File: config.mk
export PLATFORM = sky130hd
export DESIGN_NAME = cdpwm_controller
export DESIGN_NICKNAME = d
export VERILOG_FILES = /design/src/verilog/cdpwm_pkg.sv /design/src/verilog/cdpwm_dead_time.sv /design/src/verilog/cdpwm_controller.sv
export VERILOG_INCLUDE_DIRS = /design/src /design/src/verilog
export SDC_FILE = /design/constraint.sdc
export NUM_CORES = 1
export LEC_CHECK = 0
export BUFFER_PORTS_ARGS = -buffer_cell sky130_fd_sc_hd__buf_2
export CAP_MARGIN = 20
export CORE_MARGIN = 2
export CORE_UTILIZATION = 40
export CTS_BUF_LIST = sky130_fd_sc_hd__clkbuf_8 sky130_fd_sc_hd__clkbuf_16
export CTS_CLUSTER_SIZE = 14
export DETAILED_ROUTE_END_ITERATION = 10
export GPL_TIMING_DRIVEN = 0
export PLACE_DENSITY_LB_ADDON = 0.2
export SLEW_MARGIN = 20
export SYNTH_ARGS = -nofsm -noshare
export SYNTH_HDL_FRONTEND = slang
export SYNTH_HIERARCHICAL = 1
export SYNTH_SLANG_ARGS = --single-unit
File: constraint.sdc
create_clock -name mclk_in -period 6.5 [get_ports mclk_in]
set_input_delay 1.95 -clock mclk_in [delete_from_list [all_inputs] [get_ports mclk_in]]
set_output_delay 1.95 -clock mclk_in [all_outputs]
set_load 0.01 [all_outputs]
File: src/verilog/cdpwm_consts.svh
`ifndef CDPWM_CONSTS_SVH
`define CDPWM_CONSTS_SVH

// Clock rate and timing figures.
`define CDPWM_CLK_HZ 100000000
`define CDPWM_CLK_NS 10
// Soft-start seconds per farad of timing capacitance.
`define CDPWM_START_S_PER_F 84000
// Dead time: 1.7 ps per ohm plus a 500 ohm offset.
`define CDPWM_DLY_FS_PER_OHM 1700
`define CDPWM_DLY_OFFSET_OHM 500
// Enforced minimum pulse, fixed.
`define CDPWM_MIN_PULSE_NS 200
`define CDPWM_MIN_PULSE_CYC ((`CDPWM_MIN_PULSE_NS + `CDPWM_CLK_NS - 1) / `CDPWM_CLK_NS)
// Switching-frequency bounds.
`define CDPWM_FSW_MIN_HZ 50000
`define CDPWM_FSW_MAX_HZ 225000
`define CDPWM_HALF_MAX (`CDPWM_CLK_HZ / (2 * `CDPWM_FSW_MIN_HZ))
`define CDPWM_HALF_MIN (`CDPWM_CLK_HZ / (2 * `CDPWM_FSW_MAX_HZ))
// Current limit floor in amperes.
`define CDPWM_ILIM_MIN_A 10
// Defaults.
`define CDPWM_SOFT_START_CYC 84000000
`define CDPWM_AUDIO_W 12
`define CDPWM_CNT_W 32

`endif

File: src/verilog/cdpwm_pkg.sv
package cdpwm_pkg;
	typedef struct packed {
		logic high_a;
		logic low_a;
		logic high_b;
		logic low_b;
	} cdpwm_gate_t;

	typedef struct packed {
		logic overcurrent;
		logic overtemp;
		logic undervoltage;
		logic standby;
	} cdpwm_fault_t;

	typedef enum logic [3:0] {
		CDPWM_OFF = 4'h1,
		CDPWM_START = 4'h2,
		CDPWM_RUN = 4'h4,
		CDPWM_RETRY = 4'h8
	} cdpwm_state_t;
endpackage

File: src/verilog/cdpwm_dead_time.sv
`include "cdpwm_consts.svh"

// Break-before-make for one bridge side: the turning-on switch waits out the
// dead time after its partner has turned off.
module cdpwm_dead_time
	import cdpwm_pkg::*;
(
	input wire logic mclk_in,
	input wire logic rstn_in,
	input wire logic enable_in,
	input wire logic level_in,
	input wire logic [15:0] dead_cyc_in,
	output logic high_out,
	output logic low_out
);
	logic last_level;
	logic [15:0] wait_cnt;
	wire change = level_in != last_level;
	wire waiting = wait_cnt != 16'h0000;
	wire next_high = enable_in && level_in && !change && !waiting;
	wire next_low = enable_in && !level_in && !change && !waiting;

	always_ff @(posedge mclk_in or negedge rstn_in) begin
		if (!rstn_in) begin
			last_level <= 1'b0;
			wait_cnt <= 16'h0000;
			high_out <= 1'b0;
			low_out <= 1'b0;
		end else begin
			last_level <= level_in;
			if (change)
				wait_cnt <= dead_cyc_in;
			else if (waiting)
				wait_cnt <= wait_cnt - 16'h0001;
			high_out <= next_high;
			low_out <= next_low;
		end
	end
endmodule

File: src/verilog/cdpwm_controller.sv
`include "cdpwm_consts.svh"

module cdpwm_controller
	import cdpwm_pkg::*;
#(
	parameter logic [31:0] SOFT_START_CYC = `CDPWM_SOFT_START_CYC
) (
	input wire logic mclk_in,
	input wire logic rstn_in,
	input wire logic signed [11:0] audio_in,
	input wire logic standby_in,
	input wire logic undervoltage_in,
	input wire logic [15:0] current_in,
	input wire logic [15:0] current_limit_set_in,
	input wire logic overtemp_flag_in,
	input wire logic [15:0] dead_time_setting_in,
	input wire logic [15:0] half_period_in,
	input wire logic [7:0] start_scale_in,
	output logic high_a_out,
	output logic low_a_out,
	output logic high_b_out,
	output logic low_b_out,
	output logic modulating_out,
	output logic [3:0] fault_out
);
	// Two-stage synchronisers for the pins.
	logic [3:0] sync1;
	logic [3:0] sync2;
	cdpwm_fault_t fault;
	logic [15:0] cur_reg;
	logic over_cur;

	wire [3:0] raw_pins = {1'b0, overtemp_flag_in, undervoltage_in,
		standby_in};

	// The limit can only be raised above the internal floor.
	wire [15:0] limit_eff = (current_limit_set_in <
		16'(`CDPWM_ILIM_MIN_A)) ? 16'(`CDPWM_ILIM_MIN_A) :
		current_limit_set_in;

	always_ff @(posedge mclk_in or negedge rstn_in) begin
		if (!rstn_in) begin
			sync1 <= 4'h0;
			sync2 <= 4'h0;
			cur_reg <= 16'h0000;
			over_cur <= 1'b0;
			fault <= '0;
		end else begin
			sync1 <= raw_pins;
			sync2 <= sync1;
			cur_reg <= current_in;
			over_cur <= cur_reg > limit_eff;
			fault <= {over_cur, sync2[2], sync2[1], sync2[0]};
		end
	end

	wire any_error = |fault;
	wire uv_off = fault.undervoltage;
	wire trip_off = fault.overcurrent;

	// Timing interval derived from the external setting.
	wire [39:0] start_prod = 40'(SOFT_START_CYC) * 40'(start_scale_in);
	// Saturate rather than wrap when a large scale overflows the timer.
	wire start_sat = start_prod > 40'h00FF_FFFF_FF;
	wire [31:0] start_len = (start_scale_in == 8'h00) ? 32'h0000_0001 :
		start_sat ? 32'hFFFF_FFFF : start_prod[31:0];

	cdpwm_state_t state;
	cdpwm_state_t next_state;
	logic [31:0] timer;
	wire timer_done = timer >= start_len;

	always_comb begin
		next_state = state;
		unique case (state)
			CDPWM_OFF: begin
				if (!any_error)
					next_state = CDPWM_START;
			end
			CDPWM_START: begin
				if (any_error)
					next_state = CDPWM_RETRY;
				else if (timer_done)
					next_state = CDPWM_RUN;
			end
			CDPWM_RUN: begin
				if (any_error)
					next_state = CDPWM_RETRY;
			end
			CDPWM_RETRY: begin
				if (timer_done && !any_error)
					next_state = CDPWM_RUN;
			end
			default: next_state = CDPWM_OFF;
		endcase
	end

	always_ff @(posedge mclk_in or negedge rstn_in) begin
		if (!rstn_in) begin
			state <= CDPWM_OFF;
			timer <= 32'h0000_0000;
		end else begin
			state <= next_state;
			// Recheck errors each interval
			if (next_state != state || (state == CDPWM_RETRY && timer_done))
				timer <= 32'h0000_0000;
			else
				timer <= timer + 32'h0000_0001;
		end
	end

	wire run = state == CDPWM_RUN;

	// Triangle: up/down counter, half period clamped to the legal range.
	wire [15:0] half_cl = (half_period_in < 16'(`CDPWM_HALF_MIN)) ?
		16'(`CDPWM_HALF_MIN) : (half_period_in > 16'(`CDPWM_HALF_MAX)) ?
		16'(`CDPWM_HALF_MAX) : half_period_in;
	logic [15:0] tri_cnt;
	logic tri_up;
	wire tri_top = tri_up && tri_cnt >= half_cl - 16'h0001;
	wire tri_bot = !tri_up && tri_cnt <= 16'h0001;

	always_ff @(posedge mclk_in or negedge rstn_in) begin
		if (!rstn_in) begin
			tri_cnt <= 16'h0000;
			tri_up <= 1'b1;
		end else begin
			if (tri_top)
				tri_up <= 1'b0;
			else if (tri_bot)
				tri_up <= 1'b1;
			tri_cnt <= tri_up ? tri_cnt + 16'h0001 : tri_cnt - 16'h0001;
		end
	end

	// Map signed audio onto the triangle span.
	wire [11:0] audio_off = audio_in ^ 12'h800;
	wire [27:0] scaled = 28'(audio_off) * 28'(half_cl);
	wire [15:0] audio_lvl = scaled[27:12];
	wire cmp = audio_lvl > tri_cnt;

	// Over-modulation: a fixed pulse is forced at a triangle apex that the
	// comparator has not crossed, so neither side stays on indefinitely; its width is a constant.
	logic [15:0] force_cnt;
	logic force_lvl;
	wire [15:0] min_pulse = 16'(`CDPWM_MIN_PULSE_CYC);
	wire force_start = tri_top || tri_bot;

	always_ff @(posedge mclk_in or negedge rstn_in) begin
		if (!rstn_in) begin
			force_cnt <= 16'h0000;
			force_lvl <= 1'b0;
		end else begin
			if (force_start && (cmp == tri_top)) begin
				force_cnt <= min_pulse;
				force_lvl <= !cmp;
			end else if (force_cnt != 16'h0000)
				force_cnt <= force_cnt - 16'h0001;
		end
	end

	wire pwm = (force_cnt != 16'h0000) ? force_lvl : cmp;

	// Dead time in clock cycles: 1.7 ps per ohm of (500 + setting).
	wire [39:0] dly_fs = 40'(`CDPWM_DLY_FS_PER_OHM) *
		(40'(dead_time_setting_in) + 40'(`CDPWM_DLY_OFFSET_OHM));
	wire [39:0] dly_cyc = (dly_fs + 40'(`CDPWM_CLK_NS * 1000000 - 1)) /
		40'(`CDPWM_CLK_NS * 1000000);
	wire [15:0] dead_cyc = (dly_cyc > 40'h0000_00FFFF) ? 16'hFFFF :
		dly_cyc[15:0];

	wire drive_en = run && !uv_off && !trip_off;
	logic ha;
	logic la;
	logic hb;
	logic lb;

	// Bridged output: side B switches in antiphase to side A.
	cdpwm_dead_time u_side_a (
		.mclk_in(mclk_in),
		.rstn_in(rstn_in),
		.enable_in(drive_en),
		.level_in(pwm),
		.dead_cyc_in(dead_cyc),
		.high_out(ha),
		.low_out(la)
	);

	cdpwm_dead_time u_side_b (
		.mclk_in(mclk_in),
		.rstn_in(rstn_in),
		.enable_in(drive_en),
		.level_in(!pwm),
		.dead_cyc_in(dead_cyc),
		.high_out(hb),
		.low_out(lb)
	);

	// Standby with a healthy supply and no trip parks both outputs high;
	// undervoltage or overcurrent keeps every switch off.
	wire park_high = !run && !uv_off && !trip_off;
	cdpwm_gate_t next_gate;
	assign next_gate.high_a = park_high || (drive_en && ha);
	assign next_gate.low_a = drive_en && la;
	assign next_gate.high_b = park_high || (drive_en && hb);
	assign next_gate.low_b = drive_en && lb;

	always_ff @(posedge mclk_in or negedge rstn_in) begin
		if (!rstn_in) begin
			high_a_out <= 1'b0;
			low_a_out <= 1'b0;
			high_b_out <= 1'b0;
			low_b_out <= 1'b0;
			modulating_out <= 1'b0;
			fault_out <= 4'h0;
		end else begin
			high_a_out <= next_gate.high_a;
			low_a_out <= next_gate.low_a;
			high_b_out <= next_gate.high_b;
			low_b_out <= next_gate.low_b;
			modulating_out <= drive_en;
			fault_out <= fault;
		end
	end
endmodule

# Word-level counts from Yosys, hierarchy flattened
# Index checks and enable logic that the tools add are counted.
dict set report word_totals {
  reg_bits 144
  wordCells 130
  in_bits 89
  output_inout_bits 9
}
dict set report classes {
  add_sub_neg 9
  mux 23
  multipliers 3
  bitwise 1
  eq_ne 8
  order_cmp 10
  n_div 1
  n_reduce_logical 47
}
# cell count
set ops {}
lappend ops {{$mux W16} 11}
lappend ops {{$mux W32} 3}
lappend ops {{$sub A16 B1 Y16 const B} 5}
lappend ops {{$reduce_bool A16 Y1} 3}
lappend ops {{$div A40 B24 Y40 const B} 1}
lappend ops {{$gt A40 B16 Y1 const B} 1}
lappend ops {{$gt A35 B32 Y1 const B} 1}
lappend ops {{$add A32 B1 Y32 const B} 1}
lappend ops {{$ge A32 B32 Y1} 1}
lappend ops {{$gt A16 B16 Y1} 2}
lappend ops {{$add A28 B24 Y29 const B} 1}
lappend ops {{$mul A12 B16 Y28} 1}
lappend ops {{$mul A19 B8 Y27 const A} 1}
lappend ops {{$mul A9 B17 Y26 const A} 1}
lappend ops {{$logic_and A1 B1 Y1} 23}
lappend ops {{$mux W4} 5}
lappend ops {{$add A16 B9 Y17 const B} 1}
lappend ops {{$add A16 B1 Y16 const B} 1}
lappend ops {{$ge A16 B16 Y1} 1}
lappend ops {{$gt A16 B10 Y1 const B} 1}
lappend ops {{$le A16 B1 Y1 const B} 1}
lappend ops {{$lt A16 B4 Y1 const B} 1}
lappend ops {{$lt A16 B8 Y1 const B} 1}
lappend ops {{$pmux W4 S4} 1}
lappend ops {{other kinds (14)} 33}

# Logic depth before layout (Yosys ltp)
# Gate-level depths: netlist (run 1).
dict set report depth {
  ltp_word 11
  ltp_mapped 59
  ltp_nobuf 58
}

# Modules after synthesis
# Netlist (run 1), hierarchy kept.
# module instances cells_per_inst area_each_um2 seq_area_each_um2
set modules_own_cells {}
lappend modules_own_cells {cdpwm_controller 1 2525 21687.0 2655.0}
lappend modules_own_cells {cdpwm_dead_time 2 109 1022.2 475.5}

# Least setup slack after synthesis (run 1)
# OpenSTA, ideal clock, no wires.
dict set report synth_path {
  path_type {input to register}
  from {input port dead_time_setting_in[6]}
  to {register u_side_b.wait_cnt[0]}
  setup_slack_ps -5848
  setup_time_ps 136
  arrival_ps 12212
  path_stages 43
  path_buffers 4
  t_required_ps 6364
  path_cell_list {or4_1 a211oi_1 nor2_1 xor2_1 ha_1 fa_1 fa_1 inv_1 fa_1 inv_1 ha_1 buf_6 a21oi_4 o31ai_1 a31o_1 or3_1 a221oi_2 nand4_2 (+7 left out) or4_4 and4_4 buf_6 or4_4 o211ai_2 and3_1 buf_4 nor2_4 a311o_1 and4_4 o211a_4 nor2_8 mux2_2 nor2b_1 nor4_1 a21oi_1 nand2_1 o21ai_0}
}
dict set report synth_via {
  elab_chain_cells 7
}
# item line
set synth_rtl {}
lappend synth_rtl {{start: declaration} cdpwm_controller.sv:16} ;# input wire logic [15:0] dead_time_setting_in,
lappend synth_rtl {{$add A16 B9 Y17 (*)} cdpwm_controller.sv:166} ;# (40'(dead_time_setting_in) + 40'(`CDPWM_DLY_OFFSET_OHM));
lappend synth_rtl {{$mul A9 B17 Y26 (*)} cdpwm_controller.sv:165} ;# wire [39:0] dly_fs = 40'(`CDPWM_DLY_FS_PER_OHM) *
lappend synth_rtl {{$add A28 B24 Y29 (*)} cdpwm_controller.sv:167} ;# wire [39:0] dly_cyc = (dly_fs + 40'(`CDPWM_CLK_NS * 1000000 - 1)) /
lappend synth_rtl {{$div A40 B24 Y40 (*)} cdpwm_controller.sv:167}
lappend synth_rtl {{$gt A40 B16 Y1} cdpwm_controller.sv:169} ;# wire [15:0] dead_cyc = (dly_cyc > 40'h0000_00FFFF) ? 16'hFFFF :
lappend synth_rtl {{$mux W16 (*)} cdpwm_controller.sv:169}
lappend synth_rtl {{net dead_cyc[0]} cdpwm_controller.sv:169}
lappend synth_rtl {{$mux W16 (*)} cdpwm_dead_time.sv:31} ;# if (change)
lappend synth_rtl {{end signal: assignment} cdpwm_dead_time.sv:32} ;# wait_cnt <= dead_cyc_in;
lappend synth_rtl {{end signal: assignment} cdpwm_dead_time.sv:34} ;# wait_cnt <= wait_cnt - 16'h0001;
lappend synth_rtl {{end: declaration} cdpwm_dead_time.sv:17} ;# logic [15:0] wait_cnt;
# Mark *: on every way through the listed nets, which the timed path passes. The rest lies on a longest branch.
# A chain may end at the register's enable or synchronous reset.

# Worst setup path in the final report (run 1)
dict set report layout_path {
  from {input port dead_time_setting_in[7]}
  to {register u_side_b.wait_cnt[0]}
}
# Same word-level chain as after synthesis.

==> results of run 1 <==
## synthesized netlist by cell type (8+ instances only)
library cell,number,area [sq um]
sky130_fd_sc_hd__a211oi_2,8,100
sky130_fd_sc_hd__and3_1,30,188
sky130_fd_sc_hd__xor2_1,81,709
sky130_fd_sc_hd__o31ai_1,19,143
sky130_fd_sc_hd__mux2i_1,10,100
sky130_fd_sc_hd__o21bai_1,16,120
sky130_fd_sc_hd__nand2_1,217,815
sky130_fd_sc_hd__o211ai_1,22,165
sky130_fd_sc_hd__a21o_1,40,300
sky130_fd_sc_hd__o211a_1,10,100
sky130_fd_sc_hd__nor2_1,199,747
sky130_fd_sc_hd__ha_1,310,3880
sky130_fd_sc_hd__o21ai_0,114,571
sky130_fd_sc_hd__a21oi_1,118,591
sky130_fd_sc_hd__o21ai_1,16,80.1
sky130_fd_sc_hd__buf_2,14,70.1
sky130_fd_sc_hd__or3_1,25,156
sky130_fd_sc_hd__o21a_1,30,225
sky130_fd_sc_hd__or4_1,10,75.1
sky130_fd_sc_hd__or2_2,14,87.6
sky130_fd_sc_hd__a211oi_1,30,225
sky130_fd_sc_hd__nor3_1,73,365
sky130_fd_sc_hd__o2111ai_1,9,78.8
sky130_fd_sc_hd__fa_1,200,4000
sky130_fd_sc_hd__xnor2_1,137,1200
sky130_fd_sc_hd__nor4_1,27,169
sky130_fd_sc_hd__a31oi_1,25,156
sky130_fd_sc_hd__and2_1,49,307
sky130_fd_sc_hd__nor2b_1,35,219
sky130_fd_sc_hd__clkbuf_1,37,139
sky130_fd_sc_hd__inv_1,311,1170
sky130_fd_sc_hd__nand2b_1,39,244
sky130_fd_sc_hd__dfrtp_1,142,3550
sky130_fd_sc_hd__a211o_1,9,78.8
sky130_fd_sc_hd__nand4_1,35,219
sky130_fd_sc_hd__a22oi_1,11,82.6
sky130_fd_sc_hd__buf_1,10,37.5
sky130_fd_sc_hd__nand3_1,69,345
## critical path: cells and delay by family
kind / cells / cell delay, ns
xor gates and xnor gates: 1 / 0.19
muxes: 2 / 0.54
adders and majority gates: 5 / 2.15
AOI/OAI and AO/OA: 12 / 2.71
and+or+nand+nor: 17 / 4.50
buffers and inverters: 7 / 0.70
## metrics by stage
stage / util, % / worst slack, ns / hold slack [ns] / area (sq um)
final: 51.5 / -5.90 / 0.347 / 30300
after global routing: 51.5 / -6.34 / 0.355 / 30300
after CTS: 49.7 / -5.79 / 0.347 / 29200
after detailed placement: 44.3 / -7.92 / 0.336 / 26100
after global placement: 44.3 / -7.76 / 0.338 / 26000
after floorplan: - / -5.45 / 0.331 / 24600
## final timing paths
path                       depth (start not counted)                     from                               end
max                                               44  dead_time_setting_in[7]  u_side_b/wait_cnt[0]$_DFFE_PN0P_
min in group asynchronous                          1                  rstn_in              cur_reg[7]$_DFF_PN0_
min                                                0       over_cur$_DFF_PN0_                trip_off$_DFF_PN0_
min reg2reg                                        0       over_cur$_DFF_PN0_                trip_off$_DFF_PN0_
max in group asynchronous                          2                  rstn_in                tri_up$_DFFE_PN1P_
max reg2reg                                       29       timer[0]$_DFF_PN0_                timer[0]$_DFF_PN0_
## placed cells by master (no fill, tap or decap), types with 39 or more instances in the layout
| master | instances |
|---|---|
| sky130_fd_sc_hd__o21ai_0 | 89 |
| sky130_fd_sc_hd__a21o_1 | 39 |
| sky130_fd_sc_hd__fa_1 | 200 |
| sky130_fd_sc_hd__conb_1 | 98 |
| sky130_fd_sc_hd__nor3_1 | 65 |
| sky130_fd_sc_hd__xor2_1 | 68 |
| sky130_fd_sc_hd__dfrtp_1 | 142 |
| sky130_fd_sc_hd__nor2_1 | 136 |
| sky130_fd_sc_hd__nand3_1 | 60 |
| sky130_fd_sc_hd__buf_4 | 176 |
| sky130_fd_sc_hd__ha_1 | 283 |
| sky130_fd_sc_hd__xnor2_1 | 115 |
| sky130_fd_sc_hd__buf_2 | 84 |
| sky130_fd_sc_hd__a21oi_1 | 85 |
| sky130_fd_sc_hd__nand2_1 | 196 |
| sky130_fd_sc_hd__inv_1 | 300 |
| sky130_fd_sc_hd__and2_1 | 47 |
## per-layer routing
layer,share of wire [%],vias to the layer above,wire (microns)
met4,1.7,0,1110
met1,45,10300,28500
li1,-,10200,-
met2,50,386,31500
met5,0,-,0
met3,3.6,73,2300
## cell type report
cell class,instances,area (sq um)
Fill cell,5415,28500
Clock buffer,17,425
Antenna cell,1,2.50
Clock inverter,15,128
Sequential cell,144,3610
Timing Repair Buffer,284,2150
Buffer,66,566
Multi-Input combinational cell,2310,21200
Inverter,316,1210
Tap cell,773,967
## logic make-up (layout without fill, tap and decap cells)
| logic type | Yosys count | count (layout) | synth area share [%] |
|---|---|---|---|
| AND/OR/NAND/NOR | 879 | 880 | 18.9 |
| AO/OA/AOI/OAI | 581 | 581 | 17.0 |
| adder cells (fa/ha/maj) | 510 | 510 | 33.2 |
| buffers and inverters | 386 | 698 | 6.40 |
| XOR/XNOR | 222 | 222 | 8.37 |
| flip-flops | 144 | 144 | 15.2 |
| multiplexers | 19 | 19 | 0.881 |
| other | 2 | 99 | 0.0316 |
## what timing repair did
| action | in CTS | in global routing |
|---|---|---|
| pin swaps | 161 | 100 |
| resized for setup | 291 | 187 |
| hold buffers | 0 | 0 |
| setup buffers | 152 | 41 |
| endpoints found under the setup margin | 90 | 90 |
| gates cloned | 12 | 0 |
==> results list, run 1 <==
- Ratio of final minimum period to clock period: 191%
- Number of buffers added by the clock tree synthesis step: 17
* Final setup viols: 90
- Filler-free cell count of the finished design: between 3000 and 4000
* Die Width: about 250 microns
- First drt pass iteration count: 5
* GRT Total Usage: roughly 21%
- Synthesis-to-finish area growth: 27.5%
* Sequential share of the synthesized area: ~15%
- Via count of the routed design: 21000
- Using the TritonRoute via totals, the vias-per-cell ratio works out to ~5.4.
- In the final timing run, aggregate negative setup slack is -392.94 ns.
- Number of global-route vias before repair: about 21000
- Number of H-tree branching levels: 4
- Critical Path Slowest Stage Cell: sky130_fd_sc_hd__or4_4
* Max Clk Rate: between 80 and 90 MHz
* Sinks on the clock net: 144
- The total area inside the core boundary comes to between 50000 and 60000 sq um.
- Pin count of the biggest net entering global routing: 99
* RSZ-0062 raised after global routing: true
- The initial utilization of the core area, before any placement, comes to around 40%.
- Clock tree synthesis selected as its root buffer the cell sky130_fd_sc_hd__clkbuf_16.
- For the finished layout, the period the worst path requires is about 12 ns.
* Main flop type after synthesis: sky130_fd_sc_hd__dfrtp_1
- Max-cap violations in this run came to 0.
- The hold violation count in the final report is 0.
* Port bufs: between 80 and 90
- Combined area of all synthesized cells: approximately 24000 sq um
* Mapped Avg Cell Area: between 8 and 9 sq um
- In this run the tightest slew margin relative to its limit is around 50%.
- For this run, asynchronously set or reset flops after synthesis account for 100%.
- Yosys warns: 6
* Die height: about 250 microns
- After global routing, the most crowded layer is met2.
- The die covers roughly 61000 sq um.
- On the worst path, the slowest cell contributes a delay of about 0.57 ns.
- The final layout contains routed wiring with a total length of about 63000 microns.
- Pin slew with the least headroom to its limit: between 0.7 and 0.8 ns
* Most numerous cell on the critical path: sky130_fd_sc_hd__or4_4
* Global-route wire length before repair: 104000 microns
* Worst setup skew after layout: approximately 0.016 ns
- HPWL Detailed: 49000 microns
- Along the worst path, the maximum fanout reaches 8.
* Share of layout cells above drive strength 1: approximately 24%
- Setup slack of the most critical reg-to-reg path: 1.43 ns
- Gr ovfl total: 0
- CP required: around 6.9 ns
- The number of different library cells used by synthesis comes to 116.
- The final reports fail on negative setup slack.
- Crit end category: register
- The worst setup path is launched from an input pin.
- Crit path DAT: 12.77 ns
* TritonCTS clock tree: built
- Row Count: 89
* Remaining number of nets flagged by the antenna check after routing: 0
- Result of the run: finished with violations
- Slack of the critical path: -5.90 ns
- The register with the most flip-flops in the layout has 32 of them.
* GR Layer Usage met3: 2.43%
- The number of pins exceeding their max-slew limit in the final report came to 0.
- M2 GR Usage: 36.2%
* Initial antenna violation count: 2
* Largest register by flop count: timer
- After technology mapping, the gate count stands at ~2700.
* Number of top-level pins: roughly 100
* Total of flip-flops plus latches after synthesis: approximately 140
* DRC errors left: 0
- Cells after DPL: 3702
- In this run the worst hold path is classified as register to register.
* Routed wire per std cell: 16.1 microns
* Skew-Pair Late Insertion Delay: roughly 0.45 ns
* Global routing usage on met1: 27.1%
- Clock transition at the registers of the reported paths: roughly 0.060 ns
- EDFF count, synth: 0
- The final layout contains approximately 3700 nets.
* GP Congestion: a little under 0.9
- Max Root-Sink Buffers: 2
* DR iter-0 viols: 1156
* CP Class: input pin to register
Power of run 1 is left out: the tool's default activity adds up to more than one toggle a clock period on the data nets, which glitch-free logic cannot reach.
==> run 2, diff against run 1 <==
--- a/config.mk
+++ b/config.mk
@@ -8,6 +8,8 @@
 export LEC_CHECK = 0
 export BUFFER_PORTS_ARGS = -buffer_cell sky130_fd_sc_hd__buf_2
 export CAP_MARGIN = 20
+export CELL_PAD_IN_SITES_DETAIL_PLACEMENT = 1
+export CELL_PAD_IN_SITES_GLOBAL_PLACEMENT = 2
 export CORE_MARGIN = 2
 export CORE_UTILIZATION = 40
 export CTS_BUF_LIST = sky130_fd_sc_hd__clkbuf_8 sky130_fd_sc_hd__clkbuf_16
==> run 2 against run 1 <==
Core utilization increased by 1.2 points. Non-clock buffer count increased by 47. Via count increased by 2.9%. Clock skew about the same. The flow still finishes with violations (negative setup slack). Global-route usage increased by 2.5 points. Setup slack improved by 0.12 ns. Critical path depth increased by 4. Die area unchanged. Clock-buffer cell count increased by 1. Routed wire length increased by 15%.
==> results list, run 2 (synthesis results as in run 1) <==
* Routed wire per std cell: roughly 18 microns
- The floorplan step defined a core boundary enclosing 58800 sq um.
* Launch point of the critical path: dead_time_setting_in[5]
- GP Congestion: about 0.84
- The root buffer cell chosen for the clock tree is sky130_fd_sc_hd__clkbuf_16.
- Of the cells placed in the final design, the portion with a size suffix greater than 1 is 25.6%.
* Slack of the critical path: -5.78 ns
- Worst setup skew after layout: 0.0158 ns
- After global routing the overflow that remains totals 0.
- Hold repair after CTS inserted 0 buffers.
* Port bufs: between 80 and 90
* Die Width: 248 microns
- Number of buffers and inverters on the critical path: 11
- The tightest min-delay check is of the register to register type.
- The floorplan step defined a die boundary enclosing around 61000 sq um.
- Number of top-level pins: a little under 100
* Synthesis-to-finish area growth: 30.5%
* Initial standard-cell utilization of the core: 40.4%
* CP max stage delay: 0.58 ns
- The final route contains 21600 vias.
- CP Class: input pin to register
* Diode insertion count for antenna repair: 0
- Final setup viols: 90
- Count of final max-slew check failures: 0
- First drt pass iteration count: 5
- Remaining max-slew budget at the tightest pin: about 47%
* Hold slack: between 0.3 and 0.4 ns
- DRC errors left: 0
* Crit end category: register
* Largest register by flop count: timer
* Number of H-tree branching levels: 4
- The run finished, with violations left.
- Summed over all layers, the routed wires come to between 70000 and 80000 microns.
* Total count of hold-check failures in the final report: 0
* Min Tclk post-route: about 12 ns
* Aggregate negative setup slack: -409.15 ns
- RSZ-0062 raised after global routing: true
- The register with the most flip-flops in the layout has 32 of them.
* Fillers: 6799
- Worst R2R Start: timer[0]$_DFF_PN0_
* Die height: 248 microns
- The initial antenna violation count came to 0.
- Among all stages on the critical path, the largest delay is contributed by sky130_fd_sc_hd__or4_4.
- TritonCTS built the clock tree.
- The first global-routing pass estimated ~120000 microns of wire.
- Buffers inserted during clock tree synthesis total 17.
* CP required: between 6 and 7 ns
- Once detail routing completed, the nets flagged for antenna violations numbered 0.
- Number of global-route vias before repair: approximately 24000
- Average vias per placed instance: about 5.5
- Highest-count cells in the layout ignoring fill and taps: sky130_fd_sc_hd__inv_1, sky130_fd_sc_hd__ha_1, sky130_fd_sc_hd__buf_4
- The clock net in this run drives a total of between 100 and 150 sinks.
- The kind of cell with the highest combined delay along the critical path is simple AND/OR/NAND/NOR gates.
- Data arrives at the worst endpoint at between 10 and 15 ns.
- NumNets Final: ~3800
- For the worst-skew pair, the clock arrives at the later sink with an insertion delay of around 0.43 ns.
* Most frequent standard cell in the layout excluding fill and tap cells: sky130_fd_sc_hd__inv_1
* Hold_sp: sync2[1]$_DFF_PN0_
* Nature of the critical path startpoint: input pin
- Once detailed placement completed, the half-perimeter wirelength came to 54000 microns.
- Of all nets on the critical path, the largest fanout is 7.
- Ratio of final minimum period to clock period: 189%
- DR iter-0 viols: roughly 830
* Non-Filler Cell Area, Final: 31000 sq um
* Pin count of the biggest net entering global routing: just over 80
* Row Count: between 80 and 90
* Max Clk Rate: ~80 MHz
- After clock tree synthesis, the clock-pin slew on the worst setup and hold paths is around 0.060 ns.
* GRT Total Usage: between 20 and 25%
* Pin slew with the least headroom to its limit: 0.785 ns
- Across the run, the number of max-cap violations was 0.
- Summing all placed instances gives a cell area of between 20000 and 30000 sq um.
- The final reports fail on negative setup slack.
- In this run the deepest clock path goes through 2 buffers.
run 2: changes by cell type in the layout (fill, tap and decap cells not counted), sizes merged, moves of 2 or more:
cell	delta
buf	+34
bufinv	+3
clkbuf	+14
clkinv	-2
clkinvlp	-3
run 2: final timing paths:
kind	cells after the start	to	slack, ns
worst max register to register	32	timer[1]$_DFF_PN0_	1.44
worst min register to register	0	uv_off$_DFF_PN0_	0.35
min in group asynchronous	1	timer[0]$_DFF_PN0_	1.47
worst min-delay path	0	uv_off$_DFF_PN0_	0.35
max in group asynchronous	2	u_side_a/wait_cnt[9]$_DFFE_PN0P_	4.22
worst max-delay path	48	u_side_a/wait_cnt[0]$_DFFE_PN0P_	-5.78
run 2: layout make-up:
class | count | area, sq um | share of cell area (%)
Buffer | 63 | 573 | 1.85
Clock buffer | 18 | 439 | 1.42
Clock inverter | 14 | 193 | 0.622
Inverter | 316 | 1230 | 3.96
Multi-Input combinational cell | 2309 | 21400 | 69.1
Sequential cell | 144 | 3610 | 11.6
Tap cell | 773 | 967 | 3.12
Timing Repair Buffer | 334 | 2560 | 8.26
run 2: metrics by stage:
stage	std cells	setup WS (ns)	util, %
2_1_floorplan	2839	-5.45	-
3_3_place_gp	3701	-8.01	44.3
3_5_place_dp	3702	-8.32	44.3
4_1_cts	3918	-5.61	50.8
5_1_grt	3971	-6.11	52.7
6_report	3971	-5.78	52.7
run 2: repair_timing:
item | in CTS | in global routing
pin swaps | 168 | 104
setup endpoints to repair | 90 | 91
gates resized for setup | 348 | 135
gates cloned | 6 | 1
setup buffers | 184 | 55
run 2: routing by layer:
layer | share of wire (%) | vias to the layer above | track usage (%) | wire length [microns]
met2 | 53 | 271 | 44.0 | 38900
met4 | 1.6 | 0 | 4.54 | 1150
met3 | 2.1 | 91 | 1.78 | 1560
met1 | 43 | 11000 | 28.7 | 31100
li1 | - | 10300 | - | -
met5 | 0 | - | 0 | 0
Power of run 2 is left out for the same reason.
==> run 3, diff against run 2 <==
--- a/config.mk
+++ b/config.mk
@@ -17,6 +17,7 @@
 export DETAILED_ROUTE_END_ITERATION = 10
 export GPL_TIMING_DRIVEN = 0
 export PLACE_DENSITY_LB_ADDON = 0.2
+export SKIP_LAST_GASP = 1
 export SLEW_MARGIN = 20
 export SYNTH_ARGS = -nofsm -noshare
 export SYNTH_HDL_FRONTEND = slang
==> run 3 against run 2 <==
The run still ends with negative setup slack left. Clock-buffer cell count stayed put. Core utilization is 0.62 points lower. Flip-flop and latch count stayed put. Global-route usage hardly changed. First-iteration DRC count is 5.6% lower. Setup slack worse by 0.015 ns. Final area is 1.2% lower. Routed wire length is 1.2% lower. Clock skew hardly changed. Non-clock buffer count is 16 lower. Largest cell class unchanged.
==> results list, run 3 (synthesis results as in run 1) <==
- The flow ran to the end, but the final reports show violations.
- Violations in the final reports: negative setup slack
* Remaining number of nets flagged by the antenna check after routing: 0
* Core box area: around 59000 sq um
* Count of final max-slew check failures: 0
- Max Clk Rate: between 80 and 90 MHz
- The net count of the finished layout is 3768.
- Number of flip-flops in the largest register: 32
* Launch point of the critical path: dead_time_setting_in[4]
* Port bufs: between 80 and 90
* Final setup viols: 90
- Skew-Pair Late Insertion Delay: around 0.43 ns
* Non-Filler Cell Area, Final: between 30000 and 40000 sq um
- Max_cap viols: 0
* Die Width: between 200 and 250 microns
- Summed over all layers, the global routing overflow is 0.
- Most frequent standard cell in the layout excluding fill and tap cells: sky130_fd_sc_hd__inv_1
- Number of buffers added by the clock tree synthesis step: 17
- GRT Total Usage: a little under a quarter
- In the routed design, unresolved DRC markers number 0.
* HPWL Detailed: around 54000 microns
- TritonCTS clock tree: built
* Total placed instance area: about 26000 sq um
- CP required: between 6 and 7 ns
- GP Congestion: around 0.84
* Number of H-tree branching levels: 4
- Clock tree synthesis found a total of ~140 sinks.
- Clock transition at the registers of the reported paths: around 0.06 ns
- In this design, the critical path's most frequently occurring cell is sky130_fd_sc_hd__buf_4.
- The post-route netlist has ~24% of its cells at a drive strength greater than 1.
- Pin count of the biggest net entering global routing: between 80 and 90
- In this run the tightest slew margin relative to its limit is 44.4%.
- The die covers slightly above 60000 sq um.
- Filler-free cell count of the finished design: approximately 4000
- Pin slew with the least headroom to its limit: 0.828 ns
- In this run the worst path has a maximum fanout of 10.
- Prior to clock tree synthesis, the placed netlist has a worst setup slack of -8.32 ns.
- Among all stages on the critical path, the largest delay is contributed by sky130_fd_sc_hd__or4_4.
* Largest register by flop count: timer
* Max Root-Sink Buffers: 2
* Number of top-level pins: 98
- DR iter-0 viols: a little under 800
- Across all setup checks in the final design, the least slack found is -5.79 ns.
- Crit end category: register
* Synthesis-to-finish area growth: 29.0%
- Dividing the detail-routed via count by the number of cells gives around 5.5.
- The floorplan has 89 rows.
* Total wirelength of the detailed-routed design: slightly above 70000 microns
- The initial antenna violation count is 0.
- After clock tree synthesis, the flow added hold-fix buffers numbering 0.
* CP max stage delay: 0.54 ns
- The worst setup path is launched from an input pin.
* Hold slack: 0.347 ns
- The initial utilization of the core area, before any placement, comes to around 40%.
* CP Class: input pin to register
* Via count of the routed design: around 22000
- The first global-routing pass estimated 117000 microns of wire.
- STA puts the critical path data arrival time at between 10 and 15 ns.
- The first TritonRoute pass finished after 5 iterations.
* Cells after DPL: 3702
* Die height: 248 microns
* Routed wire per std cell: 18.2 microns
* Diode insertion count for antenna repair: 0
* Ratio of final minimum period to clock period: 189%
* Worst path top cell family by delay: compound AO/OA/AOI/OAI gates
* Highest-count cells in the layout ignoring fill and taps: sky130_fd_sc_hd__inv_1, sky130_fd_sc_hd__ha_1, sky130_fd_sc_hd__buf_4
- Hold_sp: sync2[1]$_DFF_PN0_
- Counting both buffers and inverters, the worst setup path holds a total of 15.
- Setup repair after global routing could not meet its margin everywhere.
* Worst setup skew after layout: around 0.016 ns
- Master cell of the clock root buffer: sky130_fd_sc_hd__clkbuf_16
* Worst Hold Class: register to register
* Min Tclk post-route: roughly 12 ns
- The number of global-route vias before repair is roughly 24000.
- Total count of hold-check failures in the final report: 0
- Worst R2R Start: timer[0]$_DFF_PN0_
-- run 3: cell types whose count changed in the layout (fill, tap and decap cells not counted), moves of 3 or more --
| cell | change |
|---|---|
| sky130_fd_sc_hd__buf_4 | -13 |
| sky130_fd_sc_hd__buf_8 | -9 |
| sky130_fd_sc_hd__clkbuf_8 | +7 |
| sky130_fd_sc_hd__inv_1 | +7 |
| sky130_fd_sc_hd__inv_2 | -7 |
| sky130_fd_sc_hd__nor2_1 | +5 |
| sky130_fd_sc_hd__nor2_2 | -5 |
| sky130_fd_sc_hd__ha_1 | +4 |
| sky130_fd_sc_hd__buf_2 | +3 |
| sky130_fd_sc_hd__ha_4 | -3 |
-- run 3: final timing paths --
check                                                    to  slack (ns)  depth (start not counted)
max reg2reg                              timer[1]$_DFF_PN0_        1.47                         32
min                                        uv_off$_DFF_PN0_        0.35                          0
min reg2reg                                uv_off$_DFF_PN0_        0.35                          0
max                        u_side_a/wait_cnt[0]$_DFFE_PN0P_       -5.79                         51
min in group asynchronous                timer[0]$_DFF_PN0_        1.47                          1
max in group asynchronous  u_side_a/wait_cnt[9]$_DFFE_PN0P_        4.21                          2
-- run 3: area by class of cell --
class | count | area [sq um]
Tap cell | 773 | 967
Buffer | 65 | 598
Multi-Input combinational cell | 2309 | 21300
Inverter | 316 | 1220
Timing Repair Buffer | 316 | 2330
Sequential cell | 144 | 3610
Clock inverter | 14 | 193
Clock buffer | 18 | 439
Fill cell | 6830 | 28200
-- run 3: per-stage QoR --
| step | setup TNS [ns] | util [%] |
|---|---|---|
| after global routing | -456.75 | 52.1 |
| after global placement | -502.15 | 44.3 |
| after detailed placement | -518.62 | 44.3 |
| after floorplan | -376.69 | - |
| after CTS | -401.22 | 50.8 |
| final | -412.24 | 52.1 |
-- run 3: worst reg2reg max path, delay by kind of cell (launching register included) --
family / cells / cell delay, ns
compound gates: 23 / 3.34
fa+ha+maj: 1 / 0.21
buf+inv: 5 / 0.70
flops: 1 / 0.42
simple gates: 3 / 0.27
-- run 3: layer usage --
metal / track usage (%) / routed length [microns] / share of wire (%) / vias to the layer above
li1: - / - / - / 10300
met1: 28.7 / 31000 / 43 / 11000
met2: 43.9 / 38100 / 53 / 277
met3: 1.74 / 1440 / 2.0 / 98
met4: 4.51 / 1250 / 1.7 / 0
met5: 0 / 0 / 0 / -
-- run 3: what timing repair did --
action / CTS / global route
pin swaps: 165 / 51
setup buffers: 184 / 38
endpoints found under the setup margin: 90 / 91
resized for setup: 340 / 91
hold endpoints to repair: 0 / 0
gates cloned: 6 / 0
Power of run 3 is left out for the same reason.
